==> config.mk <==
export PLATFORM = sky130hd
export DESIGN_NAME = crb_ctrl
export DESIGN_NICKNAME = d
export VERILOG_FILES = /design/src/rtl/crb_pkg.sv /design/src/rtl/crb_accept.sv /design/src/rtl/crb_ctrl.sv
export VERILOG_INCLUDE_DIRS = /design/src /design/src/rtl
export SDC_FILE = /design/constraint.sdc
export NUM_CORES = 1
export LEC_CHECK = 0
export ABC_AREA = 1
export BUFFER_PORTS_ARGS = -buffer_cell sky130_fd_sc_hd__buf_2
export CAP_MARGIN = 20
export CORE_UTILIZATION = 40
export CTS_BUF_LIST = sky130_fd_sc_hd__clkbuf_4 sky130_fd_sc_hd__clkbuf_8
export DETAILED_ROUTE_END_ITERATION = 8
export PLACE_DENSITY_LB_ADDON = 0.08
export SYNTH_ARGS = -nofsm -noshare
export SYNTH_HDL_FRONTEND = slang
export SYNTH_HIERARCHICAL = 1
export SYNTH_SLANG_ARGS = --single-unit
==> constraint.sdc <==
create_clock -name clk_sys -period 4.1 [get_ports clk_sys]
set_input_delay 0.41 -clock clk_sys [delete_from_list [all_inputs] [get_ports clk_sys]]
set_output_delay 0.41 -clock clk_sys [all_outputs]
set_load 0.05 [all_outputs]
==> src/rtl/crb_map.svh <==
// Purpose: offsets, field positions and reset values of the receive buffer control block
// Assumes: included by its bare name
// Notes:   definitions only
`ifndef CRB_MAP_SVH
`define CRB_MAP_SVH

// register offsets on the plain port
`define CRB_OFF_BUF0_CTRL   4'h0
`define CRB_OFF_BUF1_CTRL   4'h1
`define CRB_OFF_IRQ_STATUS  4'h2
`define CRB_OFF_IRQ_MASK    4'h3
`define CRB_OFF_OP_MODE     4'h4

// control register field positions
`define CRB_BIT_FULL        7
`define CRB_BIT_MODE_HI     6
`define CRB_BIT_MODE_LO     5
`define CRB_BIT_RTR_ENH     5
`define CRB_BIT_UNIMPL      4
`define CRB_BIT_RTR_LEG     3
`define CRB_BIT_DBL_EN      2
`define CRB_BIT_JUMP        1

// receive-mode field codes in legacy mode
`define CRB_RXM_ALL         2'h3
`define CRB_RXM_EXT         2'h2
`define CRB_RXM_STD         2'h1
`define CRB_RXM_VALID       2'h0

// highest filter index a hit may name in the enhanced modes
`define CRB_MAX_FILTER      5'hF
// highest filter index buffer 1 may name in legacy mode
`define CRB_MAX_LEG_B1      3'h5

// interrupt status bits
`define CRB_IRQ_B0          0
`define CRB_IRQ_B1          1
`define CRB_IRQ_LOST        2

// reset values
`define CRB_RST_BYTE        8'h00
`define CRB_RST_MODE        2'h0

`endif

==> src/rtl/crb_pkg.sv <==
// Purpose: types of the receive buffer control block
// Assumes: nothing
// Notes:   numbers live in crb_map.svh
package crb_pkg;
   // module operating mode, set by a software write to the op mode register
   typedef enum logic [1:0] {
      CRB_MODE_LEGACY = 2'h0,
      CRB_MODE_ENH1   = 2'h1,
      CRB_MODE_ENH2   = 2'h2
   } crb_opmode_t;
   // where an offered message goes
   typedef enum logic [1:0] {
      CRB_DEST_NONE = 2'h0,
      CRB_DEST_B0   = 2'h1,
      CRB_DEST_B1   = 2'h2
   } crb_dest_t;
endpackage

==> src/rtl/crb_accept.sv <==
// Purpose: per-buffer acceptance decision from the receive-mode bits
// Assumes: message attributes valid while offer is high
// Notes:   pure combinational, one copy per buffer
`timescale 1ns/1ns
`default_nettype none
module crb_accept (
   input  wire logic       legacy,
   input  wire logic [1:0] mode_field,
   input  wire logic       msg_ok,
   input  wire logic       msg_ext,
   input  wire logic       filt_hit,
   input  wire logic       filt_ext_en,
   output logic            accept
);
   `include "crb_map.svh"

   // decide whether the buffer takes the message
   always_comb begin
      accept = 1'b0;
      if (legacy) begin
         case (mode_field)
            // everything, errors too, filters ignored
            `CRB_RXM_ALL:   accept = 1'b1;
            // valid extended only
            `CRB_RXM_EXT:   accept = msg_ok && filt_hit && msg_ext && filt_ext_en;
            // valid standard only
            `CRB_RXM_STD:   accept = msg_ok && filt_hit && !msg_ext && !filt_ext_en;
            // valid, type as the filter's own enable bit says
            `CRB_RXM_VALID: accept = msg_ok && filt_hit && (msg_ext == filt_ext_en);
            default:        accept = 1'b0;
         endcase
      end else begin
         // single mode bit: all, or valid filter-accepted
         accept = mode_field[1] ? 1'b1 : (msg_ok && filt_hit);
      end
   end
endmodule
`default_nettype wire

==> src/rtl/crb_ctrl.sv <==
// Purpose: receive buffer full flags, mode bits, hit reporting, overflow, interrupt
// Assumes: protocol engine offers one message per offer pulse on clk_sys
// Notes:   registers on a plain port, read data one cycle after the read strobe
//
// Added by the designer: strobed register access and the address map.
`timescale 1ns/1ns
`default_nettype none
module crb_ctrl (
   input  wire logic       clk_sys,
   input  wire logic       srst,
   // register port
   input  wire logic [3:0] reg_addr,
   input  wire logic [7:0] reg_wdata,
   input  wire logic       reg_wr,
   input  wire logic       reg_rd,
   output logic [7:0]      reg_rdata,
   // message offer from the protocol engine
   input  wire logic       msg_offer,
   input  wire logic       msg_ok,
   input  wire logic       msg_ext,
   input  wire logic       msg_rtr,
   input  wire logic       msg_filt_hit,
   input  wire logic [4:0] msg_filt_idx,
   input  wire logic       msg_filt_ext_en,
   // status outputs
   output logic            buf0_load,
   output logic            buf1_load,
   output logic            irq
);
   `include "crb_map.svh"

   ////////////////////////////////////////////////////////////////////////////////
   // state
   crb_pkg::crb_opmode_t opmode_ff;     // module operating mode
   logic [1:0]  mode0_ff;               // buffer 0 receive-mode field
   logic [1:0]  mode1_ff;               // buffer 1 receive-mode field
   logic        full0_ff;               // buffer 0 full flag
   logic        full1_ff;               // buffer 1 full flag
   logic        rtr0_ff;                // buffer 0 remote request seen
   logic        rtr1_ff;                // buffer 1 remote request seen
   logic [4:0]  hit0_ff;                // buffer 0 filter hit index
   logic [4:0]  hit1_ff;                // buffer 1 filter hit index
   logic        dbl_en_ff;              // legacy double-buffer enable
   logic [2:0]  irq_stat_ff;            // sticky event bits
   logic [2:0]  irq_mask_ff;            // interrupt enables
   logic [7:0]  nxt_rdata;              // read mux result
   logic        legacy;                 // legacy layout active
   logic        acc0;                   // buffer 0 would accept
   logic        acc1;                   // buffer 1 would accept
   logic        acc0_dbl;               // buffer 0 would accept in legacy double mode
   logic        fil_b1_legal;           // legacy buffer 1 index in range
   crb_pkg::crb_dest_t dest;            // chosen destination
   logic        wr_b0;                  // software write to buffer 0 control
   logic        wr_b1;                  // software write to buffer 1 control
   logic        wr_stat;                // software write to status

   assign legacy  = (opmode_ff == crb_pkg::CRB_MODE_LEGACY);
   assign wr_b0   = reg_wr && (reg_addr == `CRB_OFF_BUF0_CTRL);
   assign wr_b1   = reg_wr && (reg_addr == `CRB_OFF_BUF1_CTRL);
   assign wr_stat = reg_wr && (reg_addr == `CRB_OFF_IRQ_STATUS);

   ////////////////////////////////////////////////////////////////////////////////
   // acceptance per buffer
   crb_accept u_acc0 (
      .legacy      (legacy),
      .mode_field  (mode0_ff),
      .msg_ok      (msg_ok),
      .msg_ext     (msg_ext),
      .filt_hit    (msg_filt_hit),
      .filt_ext_en (msg_filt_ext_en),
      .accept      (acc0)
   );
   crb_accept u_acc1 (
      .legacy      (legacy),
      .mode_field  (mode1_ff),
      .msg_ok      (msg_ok),
      .msg_ext     (msg_ext),
      .filt_hit    (msg_filt_hit),
      .filt_ext_en (msg_filt_ext_en),
      .accept      (acc1)
   );

   // in legacy mode filters 0 and 1 belong to buffer 0, filters 2..5 to buffer 1
   assign fil_b1_legal = (msg_filt_idx[2:0] <= `CRB_MAX_LEG_B1) && (msg_filt_idx[4:3] == 2'h0);
   assign acc0_dbl     = acc0 && (msg_filt_idx[4:1] == 4'h0);

   ////////////////////////////////////////////////////////////////////////////////
   // destination choice
   always_comb begin
      dest = crb_pkg::CRB_DEST_NONE;
      if (msg_offer) begin
         if (legacy) begin
            if (acc0_dbl || (mode0_ff == `CRB_RXM_ALL)) begin
               if (!full0_ff) begin
                  dest = crb_pkg::CRB_DEST_B0;
               end else if (dbl_en_ff && !full1_ff) begin
                  dest = crb_pkg::CRB_DEST_B1;          // overflow into buffer 1
               end else begin
                  dest = crb_pkg::CRB_DEST_NONE;
               end
            end else if (acc1 && fil_b1_legal && (msg_filt_idx[2:1] != 2'h0) && !full1_ff) begin
               dest = crb_pkg::CRB_DEST_B1;             // filters 2..5 only
            end else begin
               dest = crb_pkg::CRB_DEST_NONE;
            end
         end else begin
            // enhanced: buffer 0 first, then buffer 1; full buffers skipped
            if (acc0 && !full0_ff && (msg_filt_idx <= `CRB_MAX_FILTER)) begin
               dest = crb_pkg::CRB_DEST_B0;
            end else if (acc1 && !full1_ff && (msg_filt_idx <= `CRB_MAX_FILTER)) begin
               dest = crb_pkg::CRB_DEST_B1;
            end else begin
               dest = crb_pkg::CRB_DEST_NONE;
            end
         end
      end
   end

   ////////////////////////////////////////////////////////////////////////////////
   // operating mode, from software
   always_ff @(posedge clk_sys) begin
      if (srst) begin
         opmode_ff <= crb_pkg::CRB_MODE_LEGACY;
      end else if (reg_wr && (reg_addr == `CRB_OFF_OP_MODE)) begin
         case (reg_wdata[1:0])
            2'h1:    opmode_ff <= crb_pkg::CRB_MODE_ENH1;
            2'h2:    opmode_ff <= crb_pkg::CRB_MODE_ENH2;
            default: opmode_ff <= crb_pkg::CRB_MODE_LEGACY;
         endcase
      end
   end

   ////////////////////////////////////////////////////////////////////////////////
   // receive-mode bits and double-buffer enable
   always_ff @(posedge clk_sys) begin
      if (srst) begin
         mode0_ff  <= `CRB_RST_MODE;
         mode1_ff  <= `CRB_RST_MODE;
         dbl_en_ff <= 1'b0;
      end else begin
         if (wr_b0) begin
            // low mode bit only writable in legacy layout
            mode0_ff[1] <= reg_wdata[`CRB_BIT_MODE_HI];
            if (legacy) begin
               mode0_ff[0] <= reg_wdata[`CRB_BIT_MODE_LO];
               dbl_en_ff   <= reg_wdata[`CRB_BIT_DBL_EN];
            end
         end
         if (wr_b1) begin
            mode1_ff[1] <= reg_wdata[`CRB_BIT_MODE_HI];
            if (legacy) begin
               mode1_ff[0] <= reg_wdata[`CRB_BIT_MODE_LO];
            end
         end
      end
   end

   ////////////////////////////////////////////////////////////////////////////////
   // full flags: hardware sets, software clears by writing zero; set wins
   always_ff @(posedge clk_sys) begin
      if (srst) begin
         full0_ff <= 1'b0;
         full1_ff <= 1'b0;
      end else begin
         if (dest == crb_pkg::CRB_DEST_B0) begin
            full0_ff <= 1'b1;
         end else if (wr_b0 && !reg_wdata[`CRB_BIT_FULL]) begin
            full0_ff <= 1'b0;                                  // clear only
         end
         if (dest == crb_pkg::CRB_DEST_B1) begin
            full1_ff <= 1'b1;
         end else if (wr_b1 && !reg_wdata[`CRB_BIT_FULL]) begin
            full1_ff <= 1'b0;
         end
      end
   end

   ////////////////////////////////////////////////////////////////////////////////
   // captured message attributes; held until the next load
   always_ff @(posedge clk_sys) begin
      if (srst) begin
         rtr0_ff <= 1'b0;
         rtr1_ff <= 1'b0;
         hit0_ff <= 5'h00;
         hit1_ff <= 5'h00;
      end else begin
         if (dest == crb_pkg::CRB_DEST_B0) begin
            rtr0_ff <= msg_rtr;
            hit0_ff <= msg_filt_idx;
         end
         if (dest == crb_pkg::CRB_DEST_B1) begin
            rtr1_ff <= msg_rtr;
            // an overflow that ignored the filters must not show a reserved code
            if (legacy && !fil_b1_legal) begin
               hit1_ff <= {4'h0, msg_filt_idx[0]};
            end else begin
               hit1_ff <= msg_filt_idx;
            end
         end
      end
   end

   ////////////////////////////////////////////////////////////////////////////////
   // load pulses out
   always_ff @(posedge clk_sys) begin
      if (srst) begin
         buf0_load <= 1'b0;
         buf1_load <= 1'b0;
      end else begin
         buf0_load <= (dest == crb_pkg::CRB_DEST_B0);
         buf1_load <= (dest == crb_pkg::CRB_DEST_B1);
      end
   end

   ////////////////////////////////////////////////////////////////////////////////
   // interrupt status: set wins over write-one-to-clear
   always_ff @(posedge clk_sys) begin
      if (srst) begin
         irq_stat_ff <= 3'h0;
      end else begin
         // buffer 0 flag comes back while its full flag stays set
         irq_stat_ff[`CRB_IRQ_B0] <= (dest == crb_pkg::CRB_DEST_B0) || full0_ff ||
                                    (irq_stat_ff[`CRB_IRQ_B0] && !(wr_stat && reg_wdata[`CRB_IRQ_B0]));
         irq_stat_ff[`CRB_IRQ_B1] <= (dest == crb_pkg::CRB_DEST_B1) ||
                                    (irq_stat_ff[`CRB_IRQ_B1] && !(wr_stat && reg_wdata[`CRB_IRQ_B1]));
         // accepted message dropped because every target was full
         irq_stat_ff[`CRB_IRQ_LOST] <= (msg_offer && (dest == crb_pkg::CRB_DEST_NONE) &&
                                      ((acc0 && full0_ff) || (acc1 && full1_ff))) ||
                                      (irq_stat_ff[`CRB_IRQ_LOST] && !(wr_stat && reg_wdata[`CRB_IRQ_LOST]));
      end
   end

   // mask register
   always_ff @(posedge clk_sys) begin
      if (srst) begin
         irq_mask_ff <= 3'h0;
      end else if (reg_wr && (reg_addr == `CRB_OFF_IRQ_MASK)) begin
         irq_mask_ff <= reg_wdata[2:0];
      end
   end

   // level interrupt, registered: one cycle behind the status
   always_ff @(posedge clk_sys) begin
      if (srst) begin
         irq <= 1'b0;
      end else begin
         irq <= |(irq_stat_ff & irq_mask_ff);
      end
   end

   ////////////////////////////////////////////////////////////////////////////////
   // read mux; layout follows the operating mode
   always_comb begin
      nxt_rdata = `CRB_RST_BYTE;
      case (reg_addr)
         `CRB_OFF_BUF0_CTRL: begin
            if (legacy) begin
               // bit 4 stays zero jump bit mirrors the enable
               nxt_rdata = {full0_ff, mode0_ff, 1'b0, rtr0_ff, dbl_en_ff, dbl_en_ff, hit0_ff[0]};
            end else begin
               nxt_rdata = {full0_ff, mode0_ff[1], rtr0_ff, hit0_ff};
            end
         end
         `CRB_OFF_BUF1_CTRL: begin
            if (legacy) begin
               nxt_rdata = {full1_ff, mode1_ff, 1'b0, rtr1_ff, hit1_ff[2:0]};
            end else begin
               nxt_rdata = {full1_ff, mode1_ff[1], rtr1_ff, hit1_ff};
            end
         end
         `CRB_OFF_IRQ_STATUS: nxt_rdata = {5'h00, irq_stat_ff};
         `CRB_OFF_IRQ_MASK:   nxt_rdata = {5'h00, irq_mask_ff};
         `CRB_OFF_OP_MODE:    nxt_rdata = {6'h00, opmode_ff};
         default:             nxt_rdata = `CRB_RST_BYTE;   // unmapped reads zero
      endcase
   end

   // read data stands only in the cycle after the strobe
   always_ff @(posedge clk_sys) begin
      if (srst) begin
         reg_rdata <= `CRB_RST_BYTE;
      end else if (reg_rd) begin
         reg_rdata <= nxt_rdata;
      end else begin
         reg_rdata <= `CRB_RST_BYTE;
      end
   end
endmodule
`default_nettype wire

### After elaboration in Yosys (flattened, before gate mapping)

Index checks and enable logic that the tools add are counted.

* register bits: 38
* latch bits: 0
* bits in writable memories: 0
* ROM bits: 0
* input bits: 27
* output and inout port bits: 11
* word-level logic and storage cells: 123
* memories kept: 0

* add/subtract/negate cells: 0
* multiply operators: 0
* divide/modulo/power cells: 0
* order comparisons: 2
* equal/unequal tests: 15
* shifts and indexed selects: 0
* mux-type cells: 23
* bitwise operators: 2
* reduce and logical (&&, ||, !) cells: 63

Operators by type and width (count)
* 8-bit case mux with 5 select lines: 1
* 1-bit logical AND: 34
* 2-bit 2-to-1 mux: 8
* 2-bit equality test (second input constant): 6
* 6-bit 2-to-1 mux: 2
* 2-bit logical NOT: 5
* 1-bit logical NOT: 9
* 2-bit by 1-bit equality test with 1-bit output (second input constant): 4
* 4-bit by 2-bit equality test with 1-bit output (second input constant): 2
* 4-bit logical NOT: 2
* 1-bit 2-to-1 mux: 8
* 1-bit case mux with 4 select lines: 2
* 1-bit logical OR: 6
* 2-bit nonzero test: 3
* 5-bit by 4-bit less-or-equal comparator with 1-bit output (second input constant): 1
* 5-bit 2-to-1 mux: 1
* 4-bit by 1-bit equality test with 1-bit output (second input constant): 1
* 4-bit by 3-bit equality test with 1-bit output (second input constant): 1
* 2-bit case mux with 2 select lines: 1
* 2-bit AND reduction: 2
* 3-bit bitwise AND: 1
* 3-bit less-or-equal comparator (second input constant): 1
* 3-bit OR reduction: 1
* 2-bit OR reduction: 1
* other kinds (2): 2

### Longest topological paths before layout

Gate-level depths: netlist of run 1.

* depth in word-level cells: 16
* gate-level depth with buffers: 17
* mapped depth without buffers: 16

### Hierarchy

The synthesis of run 1 kept the hierarchy.

By module, submodules not included
* crb_ctrl: instances 1, cells each 247, area an instance 1751.7 µm², seq. area each 760.7 µm²
* crb_accept: instances 2, cells each 14, area an instance 61.3 µm², seq. area each 0.0 µm²

### Least setup slack after synthesis of run 1

Ideal clock, no wire load.

* kind: register -> register
* from: register opmode_ff[0]
* to: register irq_stat_ff[2]
* setup time: 132 ps
* arrival: 1604 ps
* data required time: 3968 ps
* path slack: 2364 ps
* stages on the path, launching flop included: 16
* buffers on the path: 1
* clock period less this slack: 1736 ps
* path through: dfxtp_1 inv_2 nand2_4 inv_2 buf_4 inv_1 nand3_1 inv_1 a21oi_2 inv_1 nor2_1 nand2_1 a21oi_4 nand2_4 nand2_1 a21oi_1

* cells in the longest elaborated chain, start to end: 13
* elaborated cells on any way between the ends: 25
* those cells by class: 8 x mux; 17 x reduce/logical

Ends and longest elaborated chain
* from (decl): line crb_ctrl.sv:34 `crb_pkg::crb_opmode_t opmode_ff;`
* from (signal assigned): line crb_ctrl.sv:123 `opmode_ff <= crb_pkg::CRB_MODE_LEGACY;`
* from (signal assigned): line crb_ctrl.sv:126 `2'h1: opmode_ff <= crb_pkg::CRB_MODE_ENH1;`
* from (signal assigned): line crb_ctrl.sv:127 `2'h2: opmode_ff <= crb_pkg::CRB_MODE_ENH2;`
* 2-bit logical NOT *: line crb_ctrl.sv:57 `assign legacy = (opmode_ff == crb_pkg::CRB_MODE_LEGACY);`
* net legacy: line crb_ctrl.sv:47 `logic legacy;`
* 1-bit 2-to-1 mux *: line crb_accept.sv:20 `if (legacy) begin`
* net acc1: line crb_ctrl.sv:49 `logic acc1;`
* 1-bit logical AND (3 in series): line crb_ctrl.sv:101 `end else if (acc1 && fil_b1_legal && (msg_filt_idx[2:1] != 2'h0) && !full1_ff) begin`
* 2-bit 2-to-1 mux: line crb_ctrl.sv:101
* 2-bit 2-to-1 mux: line crb_ctrl.sv:93 `` if (acc0_dbl || (mode0_ff == `CRB_RXM_ALL)) begin ``
* 2-bit 2-to-1 mux: line crb_ctrl.sv:92 `if (legacy) begin`
* 2-bit 2-to-1 mux: line crb_ctrl.sv:91 `if (msg_offer) begin`
* 2-bit logical NOT: line crb_ctrl.sv:227 `` irq_stat_ff[`CRB_IRQ_LOST] <= (msg_offer && (dest == crb_pkg::CRB_DEST_NONE) && ``
* 1-bit logical AND: line crb_ctrl.sv:227
* 1-bit logical AND *: line crb_ctrl.sv:227
* 1-bit logical OR *: line crb_ctrl.sv:227
* to (signal, indexed assignment): line crb_ctrl.sv:222 `` irq_stat_ff[`CRB_IRQ_B0] <= (dest == crb_pkg::CRB_DEST_B0) || full0_ff || ``
* to (signal, indexed assignment): line crb_ctrl.sv:224 `` irq_stat_ff[`CRB_IRQ_B1] <= (dest == crb_pkg::CRB_DEST_B1) || ``
* to (signal, indexed assignment): line crb_ctrl.sv:227
* to (decl): line crb_ctrl.sv:44 `logic [2:0] irq_stat_ff;`

The timed path passes the listed nets; every way through them passes the cells marked *.
A chain may end at the register's enable or synchronous reset.

### Final worst setup path of run 1

* from: register opmode_ff[0]
* to: register hit1_ff[0]

* cells in the longest elaborated chain, start to end: 10
* elaborated cells on any way between the ends: 19
* those cells by class: 1 x eq/ne; 8 x mux; 10 x reduce/logical

Ends and longest elaborated chain
* 2-bit logical NOT *: line crb_ctrl.sv:57
* 1-bit 2-to-1 mux *: line crb_accept.sv:20
* net acc1: line crb_ctrl.sv:49
* 1-bit logical AND (3 in series): line crb_ctrl.sv:101
* 2-bit 2-to-1 mux: line crb_ctrl.sv:101
* 2-bit 2-to-1 mux: line crb_ctrl.sv:93
* 2-bit 2-to-1 mux *: line crb_ctrl.sv:92
* 2-bit 2-to-1 mux *: line crb_ctrl.sv:91
* 2-bit equality test *: line crb_ctrl.sv:191 `if (dest == crb_pkg::CRB_DEST_B1) begin`
* to (signal assigned): line crb_ctrl.sv:195 `hit1_ff <= {4'h0, msg_filt_idx[0]};`
* to (signal assigned): line crb_ctrl.sv:197 `hit1_ff <= msg_filt_idx;`
* to (decl): line crb_ctrl.sv:42 `logic [4:0] hit1_ff;`

Marked as above.

==> flow_summary.json, run 1 <==
{
  "status": "finished, final reports clean",
  "yosysMostFrequentCell": "nand2_1",
  "cts_tree": "built",
  "seq_area_frac_synth_pct": 40.6,
  "post-route-util_pct": 49.5,
  "setup_slack_ps": 1980,
  "min_period_over_period_pct": 51.8,
  "fin_cells": 366,
  "ys_top_cells_by_count": "nand2_1 (56), nor2_1 (46), dfxtp_1 (38)",
  "diodes": 0,
  "grtUsageMet3_pct": 3.17,
  "p_per_area_nw_per_um2": 328,
  "worst_setup_path_start_kind": "flip-flop",
  "ctsRootBufferMaster": "clkbuf_8",
  "dr_total_vias": 1823,
  "synth_top_area_share_pct": 40.6,
  "place_ws_ps": 1980,
  "fp.dieH_um": 70.5,
  "max-slew-margin-rel_pct": 66.0,
  "cp_cell_sequence": "inv_2, nand2_4, inv_2, inv_1, nand3_1, inv_1, a21oi_2, inv_1, nor2_1, nand2_1, a21oi_4, nand2_4, nand2_1, a21oi_1",
  "dp_hpwl_mm": 3.39,
  "final-setup-viol-count": 0,
  "synth-edff-count": 0,
  "cp_common_cell": "inv_1",
  "critPathArrivalTime_ps": 2300,
  "cts_sinks": 38,
  "clkTransAtPathRegs_ps": 80,
  "fin_tns_setup_ps": 0,
  "place_congestion": 0.791,
  "syn_area_per_cell_um2": 6.82,
  "comb_power_share_pct": 9.4,
  "grt_usage_pct": 20.7,
  "clock_latency_ps": 300,
  "cts_hold_buf": 0,
  "max_freq_ghz": 0.471,
  "critPathMaxStageDelay_ps": 310,
  "die_area_um2": 4960,
  "cts_setup_buffers": 0,
  "htreeDepth": 2,
  "grt_max_degree": 18,
  "internal-power_uw": 531,
  "grt_util_met1_pct": 27.9,
  "viasPerCell": 4.98,
  "critPathRequiredTime_ps": 4270,
  "synth_seq_cells": 38,
  "rsz0062_at_grt": "false",
  "worst_path_max_delay_cell": "dfxtp_1",
  "power_frac_seq_pct": 52.6,
  "crit_type": "flip-flop to flip-flop",
  "synthDistinctLibCells": 25,
  "multiInputGateArea_um2": 932,
  "clkPwrFrac_pct": 38.0,
  "p_leak_nw": 0.987,
  "drv_cap": 0,
  "synthToLayoutAreaGrowth_pct": 16.5,
  "worstSetupEndpointType": "flip-flop",
  "drt-pass1-iter-count": 4,
  "switching_power_uw": 186,
  "yosys_warnings": 6,
  "grt_use_met2_pct": 33.7,
  "peakVddDrop_v": 0.000104,
  "min_path_type": "input pin to flip-flop",
  "synth_top_flop_cell": "dfxtp_1",
  "drive_gt1_share_pct": 19.7,
  "busiest_layer": "met2",
  "hold_viol_final": 0,
  "grt_pass1_wl_mm": 8.05,
  "routed_wl_mm": 4.59,
  "swShare_pct": 25.9,
  "worstMarginPinSlew_ps": 510,
  "grt-ovfl-total": 0,
  "synth.area.top_cells": "dfxtp_1 (41%), nand2_1 (11%), nor2_1 (9.2%)",
  "syn_area_um2": 1870,
  "numCtsBuffers": 5,
  "async_flop_share_pct": 0,
  "clockBufferDepth": 2,
  "syn_inst": 275,
  "syn_nets": 302,
  "drt_iter0_drc": 101,
  "path_delay_family": "simple AND/OR/NAND/NOR gates",
  "core_um2": 4410,
  "ios": 38,
  "fin_crit_ps": 2120,
  "start_util_pct": 42.5,
  "dp_cells": 358,
  "ant_nets": 0,
  "clock_skew_ps": 6.93,
  "portBuffers": 35,
  "cts_resized": 0,
  "grt_pass1_vias": 1688,
  "yosysTopAreaCell": "dfxtp_1",
  "drcViolationCount": 0,
  "rows": 24,
  "slew_viol_final": 0,
  "die_x_um": 70.5,
  "num-fill-cells": 453,
  "antenna_found_initial": 0,
  "final_nets": 340,
  "wl_per_cell_um": 12.5,
  "path_buf_inv": 5,
  "cp_max_fo": 13,
  "regArea_um2": 761
}
per-layer routing:
layer | up-vias | share of wire (%)
met3 | 6 | 3.0
met2 | 35 | 46
met5 | - | 0
met1 | 822 | 50
met4 | 0 | 1.4
li1 | 960 | -
worst paths after layout:
kind,from,to,slack (ps),depth (start not counted)
worst min register to register,hit1_ff[4],hit1_ff[4],450,2
worst max-delay path,opmode_ff[0],hit1_ff[0],1980,14
worst max register to register,opmode_ff[0],hit1_ff[0],1980,14
worst min-delay path,reg_wdata[6],mode0_ff[1],360,3
per-stage QoR:
stage	area [um^2]	total power [mW]	hold slack [ps]
after CTS	2180	0.720	362
after floorplan	1870	0.425	418
after global routing	2180	0.746	374
final	2180	0.717	358
after detailed placement	2090	0.453	435
after global placement	2090	0.453	431
flip-flops by register name (all words and copies together), names as in the netlist, 2 cells and up:
signal,flops
mode0_ff,2
hit1_ff,5
hit0_ff,5
reg_rdata,8
irq_stat_ff,3
opmode_ff,2
mode1_ff,2
irq_mask_ff,3
worst register-to-register path: stages (launching register included):
cell and delay [ps]:
dfxtp_1 310, inv_2 80, nand2_4 140, inv_2 260, inv_1 100, nand3_1 100
inv_1 50, a21oi_2 90, inv_1 60, nor2_1 140, nand2_1 120, a21oi_4 300
nand2_4 140, nand2_1 80, a21oi_1 50
layout make-up:
class | instances | area share (%)
multi-input combinational | 193 | 42.7
sequential | 38 | 34.8
timing repair buffer | 35 | 8.02
inverter | 40 | 7.11
clock buffer | 6 | 3.78
tap | 52 | 2.98
clock inverter | 2 | 0.573
kinds of logic after synthesis:
| group | after synthesis | synth area share (%) |
|---|---|---|
| DFF | 38 | 40.6 |
| AOI/OAI and AO/OA | 58 | 17.0 |
| buffers and inverters | 44 | 9.68 |
| and+or+nand+nor | 135 | 32.7 |
placed cells by master (no fill, tap or decap), drive strengths merged:
cell and count:
nand3 20, nand2 62, o22ai 4, dfxtp 38, clkinvlp 1, nand3b 1
o21ai 23, nor2 48, a21oi 28, clkbuf 6, a31oi 2, clkinv 2
nand4 4, buf 35, a211oi 1, inv 39
power groups by stage:
stage	registers (mW)	clock network [mW]	logic, mW
6_report	0.377	0.272	0.0674
3_5_place_dp	0.386	0	0.0675
3_3_place_gp	0.386	0	0.0672
4_1_cts	0.377	0.275	0.0679
2_1_floorplan	0.385	0	0.0394
5_1_grt	0.378	0.291	0.0774
Note: power is estimated with default switching activity, not from simulation.
==> run 2: changes to the inputs <==
==> constraint.sdc (replaced) <==
create_clock -name clk_sys -period 1.9 [get_ports clk_sys]
set_input_delay 0.19 -clock clk_sys [delete_from_list [all_inputs] [get_ports clk_sys]]
set_output_delay 0.19 -clock clk_sys [all_outputs]
set_load 0.05 [all_outputs]
==> run 2 against run 1 <==
First-iteration DRC count grew 0.99%. Count of clock-buffer cells in the layout unchanged. Routed wire length is 2.9% higher. Combinational power up 130%. Global-route usage decreased by 0.12 points. Critical path depth rose by 1.
==> flow_summary.json, run 2 (synthesis results as in run 1) <==
{
  "status": "finished, final reports clean",
  "drive_gt1_share_pct": 21.3,
  "numCtsBuffers": 5,
  "min_path_type": "input pin to flip-flop",
  "final_common_cell": "nand2_1",
  "peakVddDrop_v": 0.000225,
  "reg2reg_slack_ps": 130,
  "num-fill-cells": 485,
  "drt-pass1-iter-count": 4,
  "routed_wl_mm": 4.73,
  "min_period_over_period_pct": 93.2,
  "cts_sinks": 38,
  "die_area_um2": 4960,
  "max_freq_ghz": 0.565,
  "worst_r2r_path_depth": 15,
  "grt_pass1_wl_mm": 8.00,
  "drt_iter0_drc": 102,
  "viasPerCell": 4.90,
  "wl_per_cell_um": 12.7,
  "dp_hpwl_mm": 3.55,
  "clockBufferDepth": 2,
  "place_congestion": 0.802,
  "cts_hold_buf": 0,
  "grtUsageMet3_pct": 4.18,
  "clock_latency_ps": 290,
  "hold_path_startpoint": "reg_wdata[6]",
  "post-route-util_pct": 50.8,
  "worstMarginPinSlew_ps": 285,
  "slew_viol_final": 0,
  "fin_crit_ps": 1770,
  "grt_max_degree": 17,
  "start_util_pct": 42.5,
  "portBuffers": 35,
  "drv_cap": 0,
  "critPathMaxStageDelay_ps": 310,
  "busiest_layer": "met2",
  "clkTransAtPathRegs_ps": 70,
  "grt_util_met1_pct": 28.3,
  "final_cell_area_um2": 2240,
  "r2r_end": "hit0_ff[4]",
  "dp_cells": 363,
  "r2r_start": "opmode_ff[0]",
  "max-slew-margin-rel_pct": 80.9,
  "largest_reg_flops": 8,
  "fp.dieH_um": 70.5,
  "cts_tree": "built",
  "grt-ovfl-total": 0,
  "fin_cells": 371,
  "hold_viol_final": 0,
  "top_register": "reg_rdata",
  "synthToLayoutAreaGrowth_pct": 19.6,
  "placedInstanceArea_um2": 2130,
  "dr_total_vias": 1819,
  "critPathArrivalTime_ps": 2000,
  "whs_path_depth": 3,
  "diodes": 0,
  "ant_nets": 0,
  "holdPathEnd": "mode1_ff[1]",
  "grt_usage_pct": 20.6,
  "core_um2": 4410,
  "reg.largest.list": "reg_rdata x8, hit0_ff x5, hit1_ff x5",
  "antenna_found_initial": 0,
  "ctsRootBufferMaster": "clkbuf_8",
  "worst_setup_path_start_kind": "flip-flop",
  "p_per_area_nw_per_um2": 689,
  "ios": 38,
  "cp_cell_sequence": "inv_2, nand2_4, inv_2, inv_1, nand3_1, inv_1, a21oi_4, nand3_1, nand2_1, nand2_1, nand2_2, nand2_8, clkinv_4, nor2_1, nor2_1",
  "grt_pass1_vias": 1689,
  "most-common-layout-cells": "nand2_1 (56), nor2_1 (46), dfxtp_1 (38)",
  "critPathRequiredTime_ps": 2130,
  "worstSetupEndpointType": "flip-flop",
  "worst_path_max_delay_cell": "dfxtp_1",
  "rows": 24,
  "htreeDepth": 2,
  "crit_type": "flip-flop to flip-flop",
  "clock_skew_ps": 2.72,
  "die_x_um": 70.5,
  "final-setup-viol-count": 0,
  "final_nets": 345,
  "drcViolationCount": 0,
  "cp_max_fo": 10,
  "p_leak_nw": 1.01,
  "grt_use_met2_pct": 32.1
}
## run 2: cell types whose count changed in the layout (fill, tap and decap cells not counted)
cell | before | now
nand2_8 | 0 | 1
nand2_4 | 4 | 3
a21oi_4 | 1 | 2
buf_4 | 0 | 5
a21oi_1 | 25 | 24
## run 2: layout make-up
type | instances | area, um^2 | share of cell area (%)
Multi-Input combinational cell | 193 | 952 | 42.5
Sequential cell | 38 | 761 | 33.9
Timing Repair Buffer | 40 | 213 | 9.49
Inverter | 40 | 155 | 6.92
Clock buffer | 6 | 82.6 | 3.69
Tap cell | 52 | 65.1 | 2.90
Clock inverter | 2 | 12.5 | 0.558
## run 2: repair_timing
| item | 4_1_cts | 5_1_grt |
|---|---|---|
| resized for setup | 0 | 3 |
| setup buffers | 0 | 0 |
| setup endpoints to repair | 0 | 11 |
## run 2: metal layers
metal	vias to the layer above	part of all wire [%]
met5	-	0
met4	0	1.2
met3	6	5.5
met2	38	45
met1	802	48
li1	973	-
## run 2: metrics by stage
stage	TNS (ps)	hold WS (ps)	setup slack, ps	power (mW)
2_1_floorplan	0	259	164	0.917
3_3_place_gp	0	438	167	0.983
3_5_place_dp	0	442	138	0.984
4_1_cts	0	140	129	1.56
5_1_grt	-47.9	141	-16.9	1.61
6_report	0	140	130	1.54
## run 2: worst max-delay path by stage
stage                       startpoint             end  cells after the start
final                     opmode_ff[0]      hit0_ff[4]                     15
after detailed placement  opmode_ff[0]      hit0_ff[4]                     15
after CTS                 opmode_ff[0]      hit0_ff[4]                     15
after global placement    opmode_ff[0]      hit1_ff[3]                     14
after floorplan           opmode_ff[0]  irq_stat_ff[2]                     15
after global routing      opmode_ff[1]      hit0_ff[4]                     14
## run 2: report_power, final
part | switching, mW | leakage, nW | internal (mW)
Sequential | 0.00771 | 0.307 | 0.806
Clock | 0.285 | 0.0472 | 0.291
Combinational | 0.100 | 0.653 | 0.0545
Total | 0.393 | 1.01 | 1.15
## run 2: worst max-delay path, delay by kind of cell (launching register included)
family	cells	cell delay, ps
AO/OA/AOI/OAI	1	170
buffers and inverters	5	340
flip-flops	1	310
AND/OR/NAND/NOR	9	870
